$ cat src/rtl/brgen_consts.vh
`ifndef BRGEN_CONSTS_VH
`define BRGEN_CONSTS_VH
// byte addresses of the register words
`define BRGEN_OFS_DIV_LOW 4'h0
`define BRGEN_OFS_DIV_HIGH 4'h4
`define BRGEN_OFS_CTRL 4'h8
`define BRGEN_OFS_STATUS 4'hc
// control word fields
`define BRGEN_CTRL_WIDE 0
`define BRGEN_CTRL_HIGH_SPEED 1
`define BRGEN_CTRL_SYNC 2
// status word fields
`define BRGEN_STAT_RUN_WIDE 0
`define BRGEN_STAT_MULT_LSB 1
// reset values
`define BRGEN_DIV_RESET 8'h00
`define BRGEN_CTRL_RESET 3'h0
`define BRGEN_RDATA_RESET 32'h00000000
`define BRGEN_COUNT_RESET 16'h0000
// period multipliers in clock cycles
`define BRGEN_MULT_64 7'h40
`define BRGEN_MULT_16 7'h10
`define BRGEN_MULT_4 7'h04
`define BRGEN_MULT_1 7'h01
`endif

$ cat src/rtl/brgen_prescaler.v
`timescale 1ns/100ps
`default_nettype none
// ****************************************
// period multiplier prescaler
// ****************************************
module brgen_prescaler #(
	parameter WIDTH = 7
) (
	input wire i_ref_clk,
	input wire i_rst_n,
	input wire i_clear,
	input wire [WIDTH-1:0] i_mult,
	output reg o_tick
);
	reg [WIDTH-1:0] cnt_r;
	always @(posedge i_ref_clk or negedge i_rst_n) begin
		if (!i_rst_n) begin
			cnt_r <= {WIDTH{1'b0}};
			o_tick <= 1'b0;
		end else if (i_clear) begin
			cnt_r <= {WIDTH{1'b0}};
			o_tick <= 1'b0;
		end else if (cnt_r >= i_mult - {{(WIDTH-1){1'b0}}, 1'b1}) begin
			cnt_r <= {WIDTH{1'b0}};
			o_tick <= 1'b1;
		end else begin
			cnt_r <= cnt_r + {{(WIDTH-1){1'b0}}, 1'b1};
			o_tick <= 1'b0;
		end
	end
endmodule
`default_nettype wire

$ cat src/rtl/brgen_top.v
// Notes on behaviour
// after reset the timer is 8 bits wide and uses only the low divisor byte.
// setting wide_count_select makes the timer a 16-bit counter on both bytes.
// the timer runs freely, its period set by the divisor pair.
// in async mode the multiplier depends on high_speed_select and wide_count_select.
// in sync mode high_speed_select has no effect on the rate.
// a write to either divisor byte clears the timer count.
// the new rate starts at once after a divisor write, with no wait for overflow.
// async, 8-bit, low speed gives a rate of clock over 64 times divisor plus one.
// one generator times both async and sync operation.
// async high speed or 16-bit uses multiplier 16, both set uses 4.
`include "brgen_consts.vh"
`timescale 1ns/100ps
`default_nettype none
module brgen_top (
	input wire i_ref_clk,
	input wire i_rst_n,
	input wire [3:0] i_address,
	input wire i_read,
	input wire i_write,
	input wire [31:0] i_writedata,
	input wire [3:0] i_byteenable,
	output reg [31:0] o_readdata,
	output reg o_waitrequest,
	output reg o_baud_tick
);

	// ****************************************
	// state codes and widths
	// ****************************************
	localparam [1:0] BUS_IDLE = 2'b01;
	localparam [1:0] BUS_ACK = 2'b10;
	localparam MULT_W = 7;
	localparam CTRL_W = 3;

	// ****************************************
	// registers and their next values
	// ****************************************
	reg [1:0] bus_state_r;
	reg [1:0] bus_state_nxt;
	reg waitrequest_nxt;
	reg [31:0] readdata_nxt;
	reg [7:0] divisor_low_byte_r;
	reg [7:0] divisor_low_byte_nxt;
	reg [7:0] divisor_high_byte_r;
	reg [7:0] divisor_high_byte_nxt;
	reg [CTRL_W-1:0] ctrl_r;
	reg [CTRL_W-1:0] ctrl_nxt;
	reg [15:0] count_r;
	reg [15:0] count_nxt;
	reg baud_tick_nxt;
	reg [MULT_W-1:0] mult;
	wire pre_tick;

	// ****************************************
	// bus decode
	// ****************************************
	wire bus_idle = bus_state_r[0];
	wire bus_ack = bus_state_r[1];
	wire take = bus_idle & (i_read | i_write);
	// a write lands at the edge where the master sees waitrequest low,
	// so no write is half done when the answer is seen
	wire wr_done = bus_ack & i_write & i_byteenable[0];
	wire sel_low = (i_address == `BRGEN_OFS_DIV_LOW);
	wire sel_high = (i_address == `BRGEN_OFS_DIV_HIGH);
	wire sel_ctrl = (i_address == `BRGEN_OFS_CTRL);
	// clear on the same edge as the byte update, so old and new never mix
	wire div_wr = wr_done & (sel_low | sel_high);

	// ****************************************
	// mode decode
	// ****************************************
	// limitation: a control write does not restart the timer, so the
	// first period after a mode change may mix old and new settings
	wire wide = ctrl_r[`BRGEN_CTRL_WIDE];
	wire high_speed = ctrl_r[`BRGEN_CTRL_HIGH_SPEED];
	wire sync_mode = ctrl_r[`BRGEN_CTRL_SYNC];
	wire [15:0] period = wide ? {divisor_high_byte_r, divisor_low_byte_r} :
		{8'h00, divisor_low_byte_r};

	// ****************************************
	// bus handshake: one wait cycle, then acknowledge
	// ****************************************
	always @* begin
		bus_state_nxt = bus_state_r;
		waitrequest_nxt = 1'b1;
		case (bus_state_r)
			BUS_IDLE: begin
				if (i_read | i_write) begin
					bus_state_nxt = BUS_ACK;
					waitrequest_nxt = 1'b0;
				end
			end
			BUS_ACK: begin
				// one answer per request, whatever the master does next
				bus_state_nxt = BUS_IDLE;
				waitrequest_nxt = 1'b1;
			end
			default: begin
				bus_state_nxt = BUS_IDLE;
				waitrequest_nxt = 1'b1;
			end
		endcase
	end

	// ****************************************
	// register writes
	// ****************************************
	// status and unmapped words drop writes
	always @* begin
		divisor_low_byte_nxt = divisor_low_byte_r;
		divisor_high_byte_nxt = divisor_high_byte_r;
		ctrl_nxt = ctrl_r;
		if (wr_done) begin
			if (sel_low) begin
				divisor_low_byte_nxt = i_writedata[7:0];
			end
			if (sel_high) begin
				divisor_high_byte_nxt = i_writedata[7:0];
			end
			if (sel_ctrl) begin
				ctrl_nxt = i_writedata[CTRL_W-1:0];
			end
		end
	end

	// ****************************************
	// read data: captured at the take edge, stands while waitrequest is low
	// ****************************************
	always @* begin
		readdata_nxt = o_readdata;
		if (take & i_read) begin
			case (i_address)
				`BRGEN_OFS_DIV_LOW: readdata_nxt = {24'h000000, divisor_low_byte_r};
				`BRGEN_OFS_DIV_HIGH: readdata_nxt = {24'h000000, divisor_high_byte_r};
				`BRGEN_OFS_CTRL: readdata_nxt = {29'h00000000, ctrl_r};
				`BRGEN_OFS_STATUS: readdata_nxt = {24'h000000, mult, wide};
				default: readdata_nxt = 32'h00000000;
			endcase
		end
	end

	// ****************************************
	// multiplier selection
	// ****************************************
	// sync multipliers are this block's own choice
	always @* begin
		if (sync_mode) begin
			mult = wide ? `BRGEN_MULT_1 : `BRGEN_MULT_4;
		end else begin
			case ({wide, high_speed})
				2'b00: mult = `BRGEN_MULT_64;
				2'b01: mult = `BRGEN_MULT_16;
				2'b10: mult = `BRGEN_MULT_16;
				default: mult = `BRGEN_MULT_4;
			endcase
		end
	end

	// ****************************************
	// period prescaler
	// ****************************************
	// prescaler is shared by async and sync timing
	brgen_prescaler #(.WIDTH(MULT_W)) u_pre (
		.i_ref_clk(i_ref_clk),
		.i_rst_n(i_rst_n),
		.i_clear(div_wr),
		.i_mult(mult),
		.o_tick(pre_tick)
	);

	// ****************************************
	// bus side registers
	// ****************************************
	always @(posedge i_ref_clk or negedge i_rst_n) begin
		if (!i_rst_n) begin
			bus_state_r <= BUS_IDLE;
			o_waitrequest <= 1'b1;
			o_readdata <= `BRGEN_RDATA_RESET;
			divisor_low_byte_r <= `BRGEN_DIV_RESET;
			divisor_high_byte_r <= `BRGEN_DIV_RESET;
			ctrl_r <= `BRGEN_CTRL_RESET;
		end else begin
			bus_state_r <= bus_state_nxt;
			o_waitrequest <= waitrequest_nxt;
			o_readdata <= readdata_nxt;
			divisor_low_byte_r <= divisor_low_byte_nxt;
			divisor_high_byte_r <= divisor_high_byte_nxt;
			ctrl_r <= ctrl_nxt;
		end
	end

	// ****************************************
	// free-running divisor timer
	// ****************************************
	// a shrinking period is caught by the compare, not by an exact match
	always @* begin
		count_nxt = count_r;
		baud_tick_nxt = 1'b0;
		if (div_wr) begin
			count_nxt = `BRGEN_COUNT_RESET;
			baud_tick_nxt = 1'b0;
		end else if (pre_tick) begin
			if (count_r >= period) begin
				count_nxt = `BRGEN_COUNT_RESET;
				baud_tick_nxt = 1'b1;
			end else begin
				count_nxt = count_r + 16'h0001;
			end
		end
	end

	// ****************************************
	// timer registers
	// ****************************************
	always @(posedge i_ref_clk or negedge i_rst_n) begin
		if (!i_rst_n) begin
			count_r <= `BRGEN_COUNT_RESET;
			o_baud_tick <= 1'b0;
		end else begin
			count_r <= count_nxt;
			o_baud_tick <= baud_tick_nxt;
		end
	end
endmodule
`default_nettype wire

$ cat config.mk
export PLATFORM = sky130hd
export DESIGN_NAME = brgen_top
export DESIGN_NICKNAME = d
export VERILOG_FILES = /design/src/rtl/brgen_prescaler.v /design/src/rtl/brgen_top.v
export VERILOG_INCLUDE_DIRS = /design/src /design/src/rtl
export SDC_FILE = /design/constraint.sdc
export NUM_CORES = 1
export LEC_CHECK = 0
export BUFFER_PORTS_ARGS = -buffer_cell sky130_fd_sc_hd__buf_2
export CORE_ASPECT_RATIO = 0.9
export CORE_MARGIN = 8
export CORE_UTILIZATION = 58
export CTS_BUF_LIST = sky130_fd_sc_hd__clkbuf_16
export CTS_CLUSTER_SIZE = 40
export DETAILED_ROUTE_END_ITERATION = 16
export GPL_TIMING_DRIVEN = 0
export PLACE_DENSITY = 0.85
export SETUP_SLACK_MARGIN = 0.2
export SYNTH_ARGS = -nofsm -noshare
export SYNTH_HDL_FRONTEND = slang
export SYNTH_SLANG_ARGS = --single-unit
$ cat constraint.sdc
create_clock -name i_ref_clk -period 6.4 [get_ports i_ref_clk]
set_clock_uncertainty 0.1 [all_clocks]
set_input_delay 0 -clock i_ref_clk [delete_from_list [all_inputs] [get_ports i_ref_clk]]
set_output_delay 0 -clock i_ref_clk [all_outputs]
set_load 0.02 [all_outputs]
==> reports/qor.csv <==
stage,metric,value,unit
status,status,completed,
worst_hold_path,hp-class,input pin to register,
worst_hold_path,holdPathStages,3,
synth,synthCells,343,
synth,ys_seq_area_frac,0.420,
placed_design,io_buffers,26,
pwr,power_per_cell_area,299,nW/um^2
flow_run,drv_cap,0,
sta,maxSlewViolCount,0,
clock_network,cts_sinks,55,
placed_design,dp_hpwl,5670,um
synth,synth_area,3280,sq um
global_route,grt_pass1_wl,12900,um
sta,rsz0062_at_grt,no,
route,drc,0,
worst_setup_path,end_kind,register,
worst_setup_path,worst-r2r-setup-slack,3.44,ns
global_route,antenna_found_initial,0,
synth,async_flop_share,1.00,
sta,setup_ws,3.44,ns
route,vias_per_cell,5.43,
sta,finalCriticalPeriod,2.96,ns
floorplanning,die_w,95.3,um
global_route,gr-total-overflow,0,
clock_network,post_cts.repair.setup_buffers,0,
final_layout,final_cell_area,3870,sq um
sta,period_share,0.462,
route,dr_total_vias,2618,
floorplanning,die-area,8330,sq um
route,wl_per_cell,15.5,um
sta,slew_headroom,0.202,
route,first_iter_violations,174,
route,routed_wirelength,7490,um
worst_setup_path,cp-start-kind,register,
worst_setup_path,worstPathRequired,6.46,ns
synth,synth_ff_type,dfrtp_1,
synth,synth_edf_count,0,
placed_design,routabilityCongestion,0.851,
pwr,ir_worst_vdd,185,uV
clock_network,cts_max_level,2,
clock_network,numCtsBuffers,5,
placed_design,post-place-ws,3.47,ns
worst_setup_path,worstPathArrival,3.02,ns
final_layout,area_delta_synth_final,17.9,%
global_route,grt_usage,0.197,
sta,hold_viol,0,
pwr,p_leak,2.01,nW
clock_network,tritoncts,built,
clock_network,path_clk_slew,0.07,ns
sta,max_freq,0.338,GHz
synth,synth-seq-cells,55,
final_layout,final_nets,483,
floorplanning,dieHeight,87.4,um
route,drt-pass1-iter-count,4,
placed_design,placed_area,3590,sq um
floorplanning,num_rows,26,
sta,setup_viol,0,
synth,synth_area_per_cell,9.58,sq um
final_layout,drive_above_1_share,0.184,
final_layout,n_antenna_cell,0,
worst_setup_path,path_max_fanout,10,
synth,ys_warn_count,0,
floorplanning,num_io_pins,78,
final_layout,final_cell_mix,"dfrtp_1 (53), nand2_1 (46), nor2_1 (29)",
clock_network,clockBufferDepth,2,
global_route,grt_pass1_vias,2734,
final_layout,final_common_cell,dfrtp_1,
sta,fin_tns_setup,0,ns
route,ant_nets,0,
worst_setup_path,crit_type,register to register,
floorplanning,initial_utilization,0.590,
clock_network,clk_latency,0.30,ns
floorplanning,core_area,5560,sq um
clock_network,cts.root.buffer_cell,clkbuf_16,
synth,synth.distinct_cells,45,
sta,tightest_slew,1.20,ns
global_route,grt_max_degree,56,
worst_setup_path,reg2regPathDepth,9,
final_layout,nFillCells,434,
[synth_stat cells, types with 2 or more instances]
cell type,count,share of area
a211oi_1,2,0.0046
inv_1,19,0.022
a21oi_1,8,0.012
nand3_1,7,0.011
a21o_1,7,0.016
clkbuf_1,3,0.0034
o31ai_1,2,0.0046
nor2_1,29,0.033
a22oi_1,3,0.0069
xor2_1,5,0.013
o21ai_1,2,0.0030
nand2_1,46,0.053
o211ai_1,2,0.0046
xnor2_1,12,0.032
buf_4,24,0.055
dfrtp_1,53,0.40
a22o_1,2,0.0053
or3_1,3,0.0057
ha_1,28,0.11
nor3_1,10,0.015
and4_1,2,0.0053
buf_1,2,0.0023
mux2i_1,5,0.015
dfstp_2,2,0.016
nor2b_1,3,0.0057
and3_1,4,0.0076
nand4_1,3,0.0057
nand2b_1,4,0.0076
o21ai_0,23,0.035
mux2_2,13,0.045
[state kept, by name, indices dropped and copies added (netlist names)]
signal and count:
count_r 16, u_pre.o_tick 1, u_pre.cnt_r 7, o_baud_tick 1, bus_state_r 2, divisor_low_byte_r 8
ctrl_r 3, o_readdata 8, o_waitrequest 1, divisor_high_byte_r 8
[path summary, 6_finish.rpt]
check	startpoint	end
max	ctrl_r[0]	u_pre.cnt_r[6]
min	i_address[0]	o_readdata[2]
max reg2reg	ctrl_r[0]	u_pre.cnt_r[6]
min reg2reg	o_readdata[5]	o_readdata[5]
max in group asynchronous	i_rst_n	count_r[13]
min in group asynchronous	i_rst_n	u_pre.cnt_r[0]
[kinds of logic after synthesis]
kind of cell	share of synthesized area
AOI/OAI and AO/OA	0.110
other	0.00114
and+or+nand+nor	0.165
buffers and inverters	0.0857
adders and majority gates	0.107
DFF	0.420
xor gates and xnor gates	0.0453
muxes	0.0667
[metal layers]
metal  track usage  part of all wire
met5             0                 0
met4        0.0836             0.026
met3        0.0405             0.074
met2         0.314              0.46
met1         0.252              0.44
[worst max-delay path, stage by stage (launching register included)]
cell and delay (ns):
dfrtp_1 0.39, clkbuf_1 0.40, inv_1 0.09, ha_1 0.34, or3_1 0.33, a21o_1 0.20
ha_1 0.29, nand3_1 0.08, o21ai_1 0.47, nor3_1 0.13
[through the flow]
step	instances	hold slack, ns	utilization	power (mW)
final	482	0.0110	0.696	1.16
after global routing	482	0.0385	0.696	1.24
after CTS	482	0.0120	0.696	1.16
after detailed placement	462	0.133	0.645	0.842
after global placement	462	0.109	0.645	0.813
after floorplan	366	-0.396	-	0.736
[layout make-up]
| cell class | instances | area (sq um) | share of cell area |
|---|---|---|---|
| repair buffers | 38 | 250 | 0.0646 |
| flip-flops and latches | 55 | 1380 | 0.356 |
| multi-input cells | 262 | 1710 | 0.442 |
| clock inverters | 3 | 38.8 | 0.0100 |
| well taps | 70 | 87.6 | 0.0226 |
| plain buffers | 30 | 210 | 0.0543 |
| clock buffers | 5 | 125 | 0.0323 |
| inverters | 19 | 71.3 | 0.0184 |
[power by group]
group | leakage (nW) | switching, mW | total [mW] | internal (mW)
sequential | 0.713 | 0.0656 | 0.490 | 0.425
clock | 0.0812 | 0.124 | 0.307 | 0.183
combinational | 1.22 | 0.203 | 0.361 | 0.158
total | 2.01 | 0.393 | 1.16 | 0.765
[repair_timing]
action,in CTS,in global routing
endpoints found under the setup margin,0,0
hold buffers,12,0
resized for setup,0,0
endpoints found under the hold margin,76,0
Power figures use the tool's default switching activity.
